<file path="config.mk">
export PLATFORM = sky130hd
export DESIGN_NAME = input_function_router
export DESIGN_NICKNAME = d
export VERILOG_FILES = /design/src/verilog/ifr_pkg.sv /design/src/verilog/input_function_router.sv
export VERILOG_INCLUDE_DIRS = /design/src /design/src/verilog
export SDC_FILE = /design/constraint.sdc
export NUM_CORES = 1
export LEC_CHECK = 0
export ABC_AREA = 0
export BUFFER_PORTS_ARGS = -buffer_cell sky130_fd_sc_hd__buf_2
export CAP_MARGIN = 20
export CORE_UTILIZATION = 25
export DETAILED_ROUTE_END_ITERATION = 12
export HOLD_SLACK_MARGIN = 0.05
export SYNTH_ARGS = -nofsm -noshare
export SYNTH_HDL_FRONTEND = slang
export SYNTH_SLANG_ARGS = --single-unit
</file>
<file path="constraint.sdc">
create_clock -name clock -period 4 [get_ports clock]
set_input_delay 0 -clock clock [delete_from_list [all_inputs] [get_ports clock]]
set_output_delay 0 -clock clock [all_outputs]
set_load 0.03 [all_outputs]
</file>
<file path="src/verilog/ifr_regs.svh">
// register offsets, field codes and reset values of the input function router
`ifndef IFR_REGS_SVH
`define IFR_REGS_SVH

`define IFR_ADDR_W         8
`define IFR_OFS_ACCESS     8'h00
`define IFR_OFS_CMD_SRC    8'h04
`define IFR_OFS_MAIN_SRC   8'h08
`define IFR_OFS_ADD_SRC    8'h0C
`define IFR_OFS_FN_BASE    8'h10
`define IFR_OFS_FN_LAST    8'h30
`define IFR_OFS_RESTORE    8'h34
`define IFR_OFS_IN_LEVEL   8'h38
`define IFR_OFS_CMD_STATE  8'h3C
`define IFR_OFS_IRQ_STAT   8'h40
`define IFR_OFS_IRQ_MASK   8'h44

`define IFR_LVL_BASIC      3'h1
`define IFR_LVL_EXTENDED   3'h2
`define IFR_LVL_MAX        3'h4

`define IFR_FN_OFF         7'h00
`define IFR_FN_RUN         7'h01
`define IFR_FN_CW          7'h02
`define IFR_FN_COAST       7'h03
`define IFR_FN_RAPID       7'h04
`define IFR_FN_FAULT_ACK   7'h09
`define IFR_FN_JOG_CW      7'h0A
`define IFR_FN_JOG_CCW     7'h0B
`define IFR_FN_REVERSE     7'h0C
`define IFR_FN_POT_UP      7'h0D
`define IFR_FN_POT_UP_ALT  7'h0E
`define IFR_FN_FIXED0      7'h0F
`define IFR_FN_FIXED3      7'h12
`define IFR_FN_DC_BRAKE    7'h19
`define IFR_FN_PID         7'h1B
`define IFR_FN_EXT_FAULT   7'h1D
`define IFR_FN_ADD_OFF     7'h21
`define IFR_FN_FREE        7'h63

`define IFR_RST_ACCESS     3'h1
`define IFR_RST_CMD_FB     3'h6
`define IFR_RST_CMD_DI     3'h2
`define IFR_RST_SRC_FB     3'h6
`define IFR_RST_SRC_AN     3'h2
`define IFR_RST_ADD_SRC    3'h0
`define IFR_RST_FN_TABLE   63'h0000_4889_01E2_4601

`define IFR_IRQ_REJECT     0
`define IFR_IRQ_FAULT_ACK  1
`define IFR_IRQ_EXT_FAULT  2
`define IFR_IRQ_W          3

`endif

</file>
<file path="src/verilog/ifr_pkg.sv">
// types shared by the input function router
package ifr_pkg;

   typedef enum logic [2:0] {
      SRC_NONE,
      SRC_POT,
      SRC_ANALOG,
      SRC_FIXED,
      SRC_SERIAL232,
      SRC_FIELDBUS
   } ifr_setpoint_src_e;

   typedef enum logic [2:0] {
      CMD_FACTORY,
      CMD_PANEL,
      CMD_INPUTS,
      CMD_SERIAL232,
      CMD_SERIAL485,
      CMD_FIELDBUS
   } ifr_cmd_src_e;

   typedef struct packed {
      logic       runRampStop;
      logic       startCw;
      logic       coastStop;
      logic       rapidRampStop;
      logic       faultAck;
      logic       jogCw;
      logic       jogCcw;
      logic       reverse;
      logic       motorizedPotUp;
      logic [3:0] fixedFreqSel;
      logic       dcBrake;
      logic       pidEnable;
      logic       extFault;
      logic       addSetpointOff;
   } ifr_cmd_s;

   typedef logic [6:0] ifr_code_t;

endpackage

</file>
<file path="src/verilog/input_function_router.sv">
// register-configured router from digital inputs to drive control commands
`timescale 1ns/100ps
`include "ifr_regs.svh"

module input_function_router #(
   parameter int         NUM_INPUTS   = 9,
   parameter logic       HAS_FIELDBUS = 1'b1
) (
   input  wire logic                          clock,
   input  wire logic                          rst,
   input  wire logic                          clockEnable,
   input  wire logic [NUM_INPUTS-1:0]         digIn,
   output      ifr_pkg::ifr_cmd_s             cmdOut,
   output      logic [NUM_INPUTS-1:0]         freeUseOut,
   output      ifr_pkg::ifr_setpoint_src_e    mainSrcOut,
   output      ifr_pkg::ifr_setpoint_src_e    addSrcOut,
   output      ifr_pkg::ifr_cmd_src_e         cmdSrcOut,
   output      logic                          irq,
   input  wire logic [`IFR_ADDR_W-1:0]        s_axi_awaddr,
   input  wire logic                          s_axi_awvalid,
   output      logic                          s_axi_awready,
   input  wire logic [31:0]                   s_axi_wdata,
   input  wire logic [3:0]                    s_axi_wstrb,
   input  wire logic                          s_axi_wvalid,
   output      logic                          s_axi_wready,
   output      logic [1:0]                    s_axi_bresp,
   output      logic                          s_axi_bvalid,
   input  wire logic                          s_axi_bready,
   input  wire logic [`IFR_ADDR_W-1:0]        s_axi_araddr,
   input  wire logic                          s_axi_arvalid,
   output      logic                          s_axi_arready,
   output      logic [31:0]                   s_axi_rdata,
   output      logic [1:0]                    s_axi_rresp,
   output      logic                          s_axi_rvalid,
   input  wire logic                          s_axi_rready
);

   localparam logic [1:0] RESP_OKAY   = 2'h0;
   localparam logic [1:0] RESP_SLVERR = 2'h2;
   localparam int         CMD_W       = $bits(ifr_pkg::ifr_cmd_s);

   // register state
   logic [2:0]              accessReg;
   logic [2:0]              cmdSrcReg;
   logic [2:0]              mainSrcReg;
   logic [2:0]              addSrcReg;
   ifr_pkg::ifr_code_t      fnReg [NUM_INPUTS];
   logic [`IFR_IRQ_W-1:0]   irqStatReg;
   logic [`IFR_IRQ_W-1:0]   irqMaskReg;

   // AXI write channel holding
   logic                    awHeld;
   logic [`IFR_ADDR_W-1:0]  awAddrReg;
   logic                    wHeld;
   logic [31:0]             wDataReg;
   logic                    wLane0Reg;
   logic                    doWrite;
   logic                    wrMapped;
   logic                    wrReject;
   logic                    restoreReq;
   logic [6:0]              wrCode;
   logic [`IFR_ADDR_W-1:0]  fnOfs;
   logic [3:0]              fnIdx;
   logic                    wrFn;

   function automatic logic fnValid(input ifr_pkg::ifr_code_t c);
      case (c)
         `IFR_FN_OFF, `IFR_FN_RUN, `IFR_FN_CW, `IFR_FN_COAST, `IFR_FN_RAPID,
         `IFR_FN_FAULT_ACK, `IFR_FN_JOG_CW, `IFR_FN_JOG_CCW, `IFR_FN_REVERSE,
         `IFR_FN_POT_UP, `IFR_FN_POT_UP_ALT, `IFR_FN_DC_BRAKE, `IFR_FN_PID,
         `IFR_FN_EXT_FAULT, `IFR_FN_ADD_OFF, `IFR_FN_FREE: fnValid = 1'b1;
         default: fnValid = (c >= `IFR_FN_FIXED0) && (c <= `IFR_FN_FIXED3);
      endcase
   endfunction

   function automatic logic srcValid(input logic [6:0] c);
      srcValid = (c <= 7'h04) || (c == 7'h06);
   endfunction

   function automatic logic cmdSrcValid(input logic [6:0] c);
      cmdSrcValid = (c <= 7'h02) || (c >= 7'h04 && c <= 7'h06);
   endfunction

   function automatic ifr_pkg::ifr_code_t fnDefault(input int i);
      logic [62:0] table_v;
      table_v   = `IFR_RST_FN_TABLE;
      fnDefault = table_v[i*7 +: 7];
   endfunction

   function automatic logic fnFree(input logic [3:0] idx);
      fnFree = 1'b0;
      for (int k = 0; k < NUM_INPUTS; k++) begin
         if (idx == 4'(k) && fnReg[k] == `IFR_FN_FREE) begin
            fnFree = 1'b1;
         end
      end
   endfunction

   assign doWrite = awHeld && wHeld && !s_axi_bvalid;
   assign wrCode  = wDataReg[6:0];
   assign fnOfs   = awAddrReg - `IFR_OFS_FN_BASE;
   assign fnIdx   = fnOfs[5:2];
   assign wrFn    = (awAddrReg >= `IFR_OFS_FN_BASE) && (awAddrReg <= `IFR_OFS_FN_LAST);

   // write decode: mapped check and refusal of illegal or locked writes
   always_comb begin
      wrMapped   = 1'b1;
      wrReject   = 1'b0;
      restoreReq = 1'b0;
      if (awAddrReg[1:0] != 2'h0) begin
         wrMapped = 1'b0;
      end else if (wrFn) begin
         wrReject = (accessReg < `IFR_LVL_EXTENDED)
                    || (fnFree(fnIdx))
                    || !fnValid(wrCode) || (wDataReg[31:7] != 25'h0);
      end else begin
         case (awAddrReg)
            `IFR_OFS_ACCESS:    wrReject = (wDataReg > 32'(`IFR_LVL_MAX));
            `IFR_OFS_CMD_SRC:   wrReject = !cmdSrcValid(wrCode) || (wDataReg[31:7] != 25'h0);
            `IFR_OFS_MAIN_SRC,
            `IFR_OFS_ADD_SRC:   wrReject = (accessReg < `IFR_LVL_BASIC)
                                           || !srcValid(wrCode) || (wDataReg[31:7] != 25'h0);
            `IFR_OFS_RESTORE:   restoreReq = wDataReg[0];
            `IFR_OFS_IRQ_STAT,
            `IFR_OFS_IRQ_MASK:  wrReject = 1'b0;
            default:            wrMapped = 1'b0;
         endcase
      end
      if (!wLane0Reg) begin
         wrReject   = 1'b1;
         restoreReq = 1'b0;
      end
   end

   // aw and w taken in either order
   always_ff @(posedge clock) begin
      if (rst) begin
         awHeld    <= 1'b0;
         awAddrReg <= '0;
      end else if (clockEnable) begin
         if (s_axi_awvalid && s_axi_awready) begin
            awHeld    <= 1'b1;
            awAddrReg <= s_axi_awaddr;
         end else if (doWrite) begin
            awHeld <= 1'b0;
         end
      end
   end

   always_ff @(posedge clock) begin
      if (rst) begin
         wHeld     <= 1'b0;
         wDataReg  <= '0;
         wLane0Reg <= 1'b0;
      end else if (clockEnable) begin
         if (s_axi_wvalid && s_axi_wready) begin
            wHeld     <= 1'b1;
            wDataReg  <= s_axi_wdata;
            wLane0Reg <= s_axi_wstrb[0];
         end else if (doWrite) begin
            wHeld <= 1'b0;
         end
      end
   end

   always_ff @(posedge clock) begin
      if (rst) begin
         s_axi_awready <= 1'b0;
         s_axi_wready  <= 1'b0;
         s_axi_bvalid  <= 1'b0;
         s_axi_bresp   <= RESP_OKAY;
      end else if (clockEnable) begin
         s_axi_awready <= !awHeld && !(s_axi_awvalid && s_axi_awready) && !s_axi_bvalid;
         s_axi_wready  <= !wHeld && !(s_axi_wvalid && s_axi_wready) && !s_axi_bvalid;
         if (doWrite) begin
            s_axi_bvalid <= 1'b1;
            s_axi_bresp  <= wrMapped ? RESP_OKAY : RESP_SLVERR;
         end else if (s_axi_bready) begin
            s_axi_bvalid <= 1'b0;
         end
      end
   end

   // configuration registers
   always_ff @(posedge clock) begin
      if (rst || (clockEnable && doWrite && wrMapped && restoreReq)) begin
         accessReg  <= `IFR_RST_ACCESS;
         cmdSrcReg  <= HAS_FIELDBUS ? `IFR_RST_CMD_FB : `IFR_RST_CMD_DI;
         mainSrcReg <= HAS_FIELDBUS ? `IFR_RST_SRC_FB : `IFR_RST_SRC_AN;
         addSrcReg  <= `IFR_RST_ADD_SRC;
      end else if (clockEnable && doWrite && wrMapped && !wrReject) begin
         case (awAddrReg)
            `IFR_OFS_ACCESS:   accessReg  <= wDataReg[2:0];
            `IFR_OFS_CMD_SRC:  cmdSrcReg  <= wDataReg[2:0];
            `IFR_OFS_MAIN_SRC: mainSrcReg <= wDataReg[2:0];
            `IFR_OFS_ADD_SRC:  addSrcReg  <= wDataReg[2:0];
            default: ;
         endcase
      end
   end

   // per-input function selection and decode
   ifr_pkg::ifr_cmd_s      cmdVec [NUM_INPUTS];
   logic [NUM_INPUTS-1:0]  freeVec;

   genvar gi;
   generate
      for (gi = 0; gi < NUM_INPUTS; gi++) begin : g_in
         always_ff @(posedge clock) begin
            if (rst || (clockEnable && doWrite && wrMapped && restoreReq)) begin
               fnReg[gi] <= fnDefault(gi);
            end else if (clockEnable && doWrite && wrMapped && !wrReject && wrFn
                         && fnIdx == 4'(gi)) begin
               fnReg[gi] <= wrCode;
            end
         end

         always_comb begin
            ifr_pkg::ifr_code_t c;
            logic               d;
            c              = fnReg[gi];
            d              = digIn[gi];
            cmdVec[gi]     = '0;
            freeVec[gi]    = 1'b0;
            case (c)
               `IFR_FN_OFF:        ;
               `IFR_FN_RUN:        cmdVec[gi].runRampStop    = d;
               `IFR_FN_CW:         cmdVec[gi].startCw        = d;
               `IFR_FN_COAST:      cmdVec[gi].coastStop      = d;
               `IFR_FN_RAPID:      cmdVec[gi].rapidRampStop  = d;
               `IFR_FN_FAULT_ACK:  cmdVec[gi].faultAck       = d;
               `IFR_FN_JOG_CW:     cmdVec[gi].jogCw          = d;
               `IFR_FN_JOG_CCW:    cmdVec[gi].jogCcw         = d;
               `IFR_FN_REVERSE:    cmdVec[gi].reverse        = d;
               `IFR_FN_POT_UP,
               `IFR_FN_POT_UP_ALT: cmdVec[gi].motorizedPotUp = d;
               `IFR_FN_DC_BRAKE:   cmdVec[gi].dcBrake        = d;
               `IFR_FN_PID:        cmdVec[gi].pidEnable      = d;
               `IFR_FN_EXT_FAULT:  cmdVec[gi].extFault       = d;
               `IFR_FN_ADD_OFF:    cmdVec[gi].addSetpointOff = d;
               `IFR_FN_FREE:       freeVec[gi]               = d;
               default: begin
                  if (c >= `IFR_FN_FIXED0 && c <= `IFR_FN_FIXED3) begin
                     cmdVec[gi].fixedFreqSel[2'(c - `IFR_FN_FIXED0)] = d;
                  end
               end
            endcase
         end
      end
   endgenerate

   // several inputs on one command act as a wired OR
   ifr_pkg::ifr_cmd_s cmdAll;
   always_comb begin
      logic [CMD_W-1:0] acc;
      acc = '0;
      for (int k = 0; k < NUM_INPUTS; k++) begin
         acc = acc | cmdVec[k];
      end
      cmdAll = acc;
   end

   function automatic ifr_pkg::ifr_setpoint_src_e srcDecode(input logic [2:0] v);
      case (v)
         3'h1:    srcDecode = ifr_pkg::SRC_POT;
         3'h2:    srcDecode = ifr_pkg::SRC_ANALOG;
         3'h3:    srcDecode = ifr_pkg::SRC_FIXED;
         3'h4:    srcDecode = ifr_pkg::SRC_SERIAL232;
         3'h6:    srcDecode = ifr_pkg::SRC_FIELDBUS;
         default: srcDecode = ifr_pkg::SRC_NONE;
      endcase
   endfunction

   // registered outputs
   always_ff @(posedge clock) begin
      if (rst) begin
         cmdOut     <= '0;
         freeUseOut <= '0;
         mainSrcOut <= ifr_pkg::SRC_NONE;
         addSrcOut  <= ifr_pkg::SRC_NONE;
         cmdSrcOut  <= ifr_pkg::CMD_FACTORY;
      end else if (clockEnable) begin
         cmdOut     <= cmdAll;
         freeUseOut <= freeVec;
         mainSrcOut <= srcDecode(mainSrcReg);
         addSrcOut  <= srcDecode(addSrcReg);
         case (cmdSrcReg)
            3'h1:    cmdSrcOut <= ifr_pkg::CMD_PANEL;
            3'h2:    cmdSrcOut <= ifr_pkg::CMD_INPUTS;
            3'h4:    cmdSrcOut <= ifr_pkg::CMD_SERIAL232;
            3'h5:    cmdSrcOut <= ifr_pkg::CMD_SERIAL485;
            3'h6:    cmdSrcOut <= ifr_pkg::CMD_FIELDBUS;
            default: cmdSrcOut <= ifr_pkg::CMD_FACTORY;
         endcase
      end
   end

   // interrupts
   logic [`IFR_IRQ_W-1:0] irqEvt;
   logic [`IFR_IRQ_W-1:0] irqClr;

   always_comb begin
      irqEvt = '0;
      irqEvt[`IFR_IRQ_REJECT]    = doWrite && wrMapped && wrReject;
      irqEvt[`IFR_IRQ_FAULT_ACK] = cmdAll.faultAck && !cmdOut.faultAck;
      irqEvt[`IFR_IRQ_EXT_FAULT] = cmdAll.extFault && !cmdOut.extFault;
      irqClr = '0;
      if (doWrite && wLane0Reg && awAddrReg == `IFR_OFS_IRQ_STAT) begin
         irqClr = wDataReg[`IFR_IRQ_W-1:0];
      end
   end

   always_ff @(posedge clock) begin
      if (rst) begin
         irqStatReg <= '0;
         irqMaskReg <= '0;
         irq        <= 1'b0;
      end else if (clockEnable) begin
         // a new event wins over a clear in the same cycle
         irqStatReg <= (irqStatReg & ~irqClr) | irqEvt;
         if (doWrite && wLane0Reg && awAddrReg == `IFR_OFS_IRQ_MASK) begin
            irqMaskReg <= wDataReg[`IFR_IRQ_W-1:0];
         end
         irq <= |(((irqStatReg & ~irqClr) | irqEvt) & irqMaskReg);
      end
   end

   // AXI read channel
   logic [31:0] rdMux;
   logic        rdMapped;
   logic [`IFR_ADDR_W-1:0] rdOfs;
   assign rdOfs = s_axi_araddr - `IFR_OFS_FN_BASE;

   always_comb begin
      rdMux    = 32'h0;
      rdMapped = (s_axi_araddr[1:0] == 2'h0);
      if (s_axi_araddr >= `IFR_OFS_FN_BASE && s_axi_araddr <= `IFR_OFS_FN_LAST) begin
         for (int k = 0; k < NUM_INPUTS; k++) begin
            if (rdOfs[5:2] == 4'(k)) begin
               rdMux = {25'h0, fnReg[k]};
            end
         end
      end else begin
         case (s_axi_araddr)
            `IFR_OFS_ACCESS:    rdMux = {29'h0, accessReg};
            `IFR_OFS_CMD_SRC:   rdMux = {29'h0, cmdSrcReg};
            `IFR_OFS_MAIN_SRC:  rdMux = {29'h0, mainSrcReg};
            `IFR_OFS_ADD_SRC:   rdMux = {29'h0, addSrcReg};
            `IFR_OFS_RESTORE:   rdMux = 32'h0;
            `IFR_OFS_IN_LEVEL:  rdMux = 32'(digIn);
            `IFR_OFS_CMD_STATE: rdMux = 32'(cmdOut);
            `IFR_OFS_IRQ_STAT:  rdMux = 32'(irqStatReg);
            `IFR_OFS_IRQ_MASK:  rdMux = 32'(irqMaskReg);
            default:            rdMapped = 1'b0;
         endcase
      end
   end

   always_ff @(posedge clock) begin
      if (rst) begin
         s_axi_arready <= 1'b0;
         s_axi_rvalid  <= 1'b0;
         s_axi_rdata   <= 32'h0;
         s_axi_rresp   <= RESP_OKAY;
      end else if (clockEnable) begin
         s_axi_arready <= !s_axi_rvalid && !(s_axi_arvalid && s_axi_arready);
         if (s_axi_arvalid && s_axi_arready) begin
            s_axi_rvalid <= 1'b1;
            s_axi_rdata  <= rdMapped ? rdMux : 32'h0;
            s_axi_rresp  <= rdMapped ? RESP_OKAY : RESP_SLVERR;
         end else if (s_axi_rready) begin
            s_axi_rvalid <= 1'b0;
         end
      end
   end

endmodule

</file>
* Yosys cells after proc, flatten, opt, wreduce, memory -nomap -nowiden *
Memory sizes are Yosys's and may differ from the RTL's.
Index checks and enable logic that the tools add are counted.

word-level totals
  bits in writable memories = 63
  logic and storage cells = 718
  input bits = 69
  ROM bits = 0
  bits in latches = 0
  output and inout port bits = 77
  register bits after elaboration = 138
  memories kept = 1

operators by class
  $lt $le $gt $ge = 49
  muxes and demuxes = 252
  reductions and logical operators = 141
  add/subtract/negate cells = 11
  eq/ne operators = 196
  div/mod/pow operators = 0
  bitwise gates (word level) = 30
  multipliers = 0
  shift operators = 0

memory list
  name   words  bits a word  rd ports  clocked after Yosys merged registers in  wr ports  line                         text
  fnReg  9      7            9         0                                        9         input_function_router.sv:47  ifr_pkg::ifr_code_t fnReg [NUM_INPUTS];

operators by type and width
  operator                                             number
  equality test 7 x 4 -> 1 bit, second input constant  60
  two-way mux 32 bit                                   9
  equality test 7 x 5 -> 1 bit, second input constant  30
  two-way mux 1 bit                                    197
  OR reduction 16 bit                                  10
  equality test 7 x 2 -> 1 bit, second input constant  20
  bitwise OR 17 bit                                    8
  case mux 17 bit (8 select lines)                     1
  equality test 7 x 3 -> 1 bit, second input constant  11
  two-way mux 7 bit                                    11
  two-way mux 4 bit                                    18
  equality test 7 x 1 -> 1 bit, second input constant  10
  equality test 7 x 6 -> 1 bit, second input constant  10
  equality test 7 bit, second input constant           10
  >= comparator 7 x 4 -> 1 bit, second input constant  10
  <= comparator 7 x 5 -> 1 bit, second input constant  10
  zero test 7 bit                                      10
  logical AND 1 bit                                    62
  case mux 3 bit (5 select lines)                      3
  AND 4 bit                                            9
  equality test 4 x 3 -> 1 bit, second input constant  8
  equality test 8 x 4 -> 1 bit, second input constant  4
  equality test 8 x 6 -> 1 bit, second input constant  4
  equality test 8 x 7 -> 1 bit, second input constant  4
  39 further kinds                                     150

* Logic depth before layout (Yosys ltp) *
  depth after elaboration = 28
  gate-level depth with buffers = 9
  depth with buffers taken out = 6

* Worst setup path before layout *
Ideal clock, no wire load.

  kind = register to register
  from = register awAddrReg[0]
  to = memory fnReg[0][0] (netlist bit), enable pin
  setup time = 381 ps
  arrival time = 2741 ps
  required time = 3619 ps
  clock period less this slack = 3121 ps
  cell stages (with the launch flop) = 8
  buffers on the path = 1
  path slack = 879 ps
  cell sequence = dfxtp_1 or4_4 a2111oi_4 o211a_1 and4_1 or3b_4 buf_6 o21ai_0

RTL lines
  item                    line                          text
  from (decl)             input_function_router.sv:53   logic [`IFR_ADDR_W-1:0] awAddrReg;
  from (signal assigned)  input_function_router.sv:143  awAddrReg <= s_axi_awaddr;
  to (decl)               input_function_router.sv:47

==> impl_metrics.toml <==
[critical_path]
critical_path_class = "flip-flop to flip-flop"
cp_data_required_time_ns = 4.07
worstPathArrival_ns = 3.77
crit_fanout = 18
critPathLaunchType = "flip-flop"
cp-end-kind = "flip-flop"

[power_and_ir_drop]
power_mw = 4.316
peakVddDrop_v = 0.0003214
power_leakage_nw = 4.477
p_per_area_nw_per_um2 = 329.5

[floorplanning]
initial_utilization_pct = 25.59
placementRows = 75
io_pins = 146
die_w_um = 210.4
die_h_um = 210.4
core_area_um2 = 42420
die_area_um2 = 44250

[status]
status = "complete, no violations"

[clock_network]
clock-sinks = 184
root_buffer = "clkbuf_16"
ctsHtreeMaxLevel = 4
clk_path_buf_depth = 2
cts_setup_buffers = 0
path_clk_slew_ns = 0.08
clock_latency_ns = 0.47
numCtsBuffers = 17
cts_tree = "built"

[timing]
fmax_mhz = 270.0
drv_slew = 0
worst_clock_skew_ns = 0.02122
worstMarginPinSlew_ns = 1.061
setup_violations = 0
rsz0062_at_grt = "no"
hold_violations = 0
post-route-period-util_pct = 92.59
relSlewSlack_pct = 28.52
fin_crit_ns = 3.704
tns_ns = 0

[global_route]
antenna_found_initial = 0
grt_usage_pct = 20.37
grt_pass1_wl_um = 66980
grt_pass1_vias = 10220
grt-ovfl-total = 0
grt_max_degree = 62

[placed_design]
gp_congestion = 1.015
portBuffers = 125
dpl.cell_count = 1927
dp_hpwl_um = 35250

[synthesis]
syn_inst = 1287
yosys.area.top_type_share_pct = 22.32
yosysWarnings = 0
ys_seq_area_share_pct = 39.75
yosysTopAreaCell = "dfxtp_1"
synthTopCellsByArea = "dfxtp_1, edfxtp_1, nand2_1"
synth_area_um2 = 10850
avgSynthCellArea_um2 = 8.433
synth.distinct_cells = 88
ys.flop_type = "dfxtp_1"
synth_edf_count = 63
synth-async-reset-ratio_pct = 0
ys_ff_latch = 184

[route]
routed.top_layer = "met4"
drc = 0
via_per_inst = 5.499
wl_met3_um = 3482
num_vias = 11080
drt_iter0_drc = 1608
wl_per_cell_um = 22.94
antenna_left = 0
wl_met1_um = 20370
routed-wl-met2_um = 20880
drtPass1Iterations = 5
drt-total-wl_um = 46230

[finish]
mostFrequentLayoutCells = "nand2_1, nor2_1, buf_2, dfxtp_1, nor3_1"
area_delta_synth_final_pct = 20.71
antenna_cells = 0
drive_gt1_share_pct = 16.97
nNetsFinal = 1494
layout_commonest_cell = "nand2_1"
stdcell_count = 2015
final.fill_count = 4502

[job]
drv_cap = 0

[min_path]
min_path_type = "input pin to flip-flop"
worst max-delay path, stage by stage, from the launching register on:
cell and delay (ns):
dfxtp_1 0.49, or4_4 0.50, a2111oi_4 0.51, o211a_1 0.24
and4_1 0.21, or3b_4 0.49, o21ai_0 0.86
where the power goes:
part / switching (mW) / leakage (nW) / internal, mW
Combinational: 0.341 / 2.61 / 0.182
Clock: 0.856 / 0.288 / 0.895
Sequential: 0.0698 / 1.58 / 1.97
through the flow:
step / instance area, µm² / setup slack (ns) / hold slack, ns / util, %
after floorplan: 10910 / 0.8786 / 0.1360 / -
after global placement: 11910 / 0.5276 / 0.2407 / 28.07
after detailed placement: 11910 / 0.4356 / 0.2502 / 28.07
after CTS: 13040 / 0.3819 / 0.1014 / 30.74
after global routing: 13100 / 0.1831 / 0.1433 / 30.89
final: 13100 / 0.2964 / 0.1171 / 30.89
cell type report:
type / instances / area (µm²) / share of cell area [%]
clock buffers: 17 / 425.4 / 3.247
clock inverters: 15 / 177.7 / 1.356
inverters: 20 / 75.07 / 0.5731
multi-input cells: 995 / 5972 / 45.59
flip-flops and latches: 184 / 4314 / 32.93
well taps: 577 / 721.9 / 5.511
repair buffers: 207 / 1414 / 10.79
Yosys cell counts, types with 15 or more instances:
master	n
nand2_1	153
buf_4	18
a22oi_1	23
inv_1	16
o21ai_0	29
nand4_1	29
a21oi_1	82
nand3_1	42
nor3_1	101
edfxtp_1	63
nor4_1	31
nand3b_1	22
o22ai_1	33
dfxtp_1	121
clkbuf_1	68
or3_1	18
mux2i_1	22
nor2_1	127
nor3b_1	15
routing by layer:
layer  track usage, %  up-vias
met4            7.878        0
met3            2.890       72
met5                0        -
met2            32.03      531
li1                 -     5090
met1            28.10     5387
final timing paths:
kind                                     from                     endpoint  slack, ns  cells after the start
hold reg to reg   s_axi_rdata[5]$_SDFFE_PP0P_  s_axi_rdata[5]$_SDFFE_PP0P_       0.45                      2
setup reg to reg    awAddrReg[3]$_SDFFE_PP0P_    fnReg[3][5]$_SDFFCE_PN0P_       0.30                      6
hold / removal                       digIn[6]       cmdOut[5]$_SDFFE_PP0P_       0.12                      4
setup / recovery    awAddrReg[3]$_SDFFE_PP0P_    fnReg[3][5]$_SDFFCE_PN0P_       0.30                      6
cells by family after synthesis:
kind of cell    Yosys count  synth area share (%)
compound gates          264                 16.35
xor+xnor                 11                0.8878
buf+inv                 124                 5.856
flops                   184                 39.75
mux                      34                 4.104
other cells               1               0.03455
simple gates            669                 33.02
what timing repair did:
action,CTS,global route
gates resized for setup,0,0
hold buffers,53,0
hold endpoints to repair,56,0
state kept, by name, summed over array words and instances, names as in the netlist, 8 cells and up:
signal       flops
cmdOut          17
freeUseOut       9
s_axi_rdata     17
awAddrReg        8
fnReg           63
wDataReg        32
No activity file was read; power rests on OpenSTA's default activity.
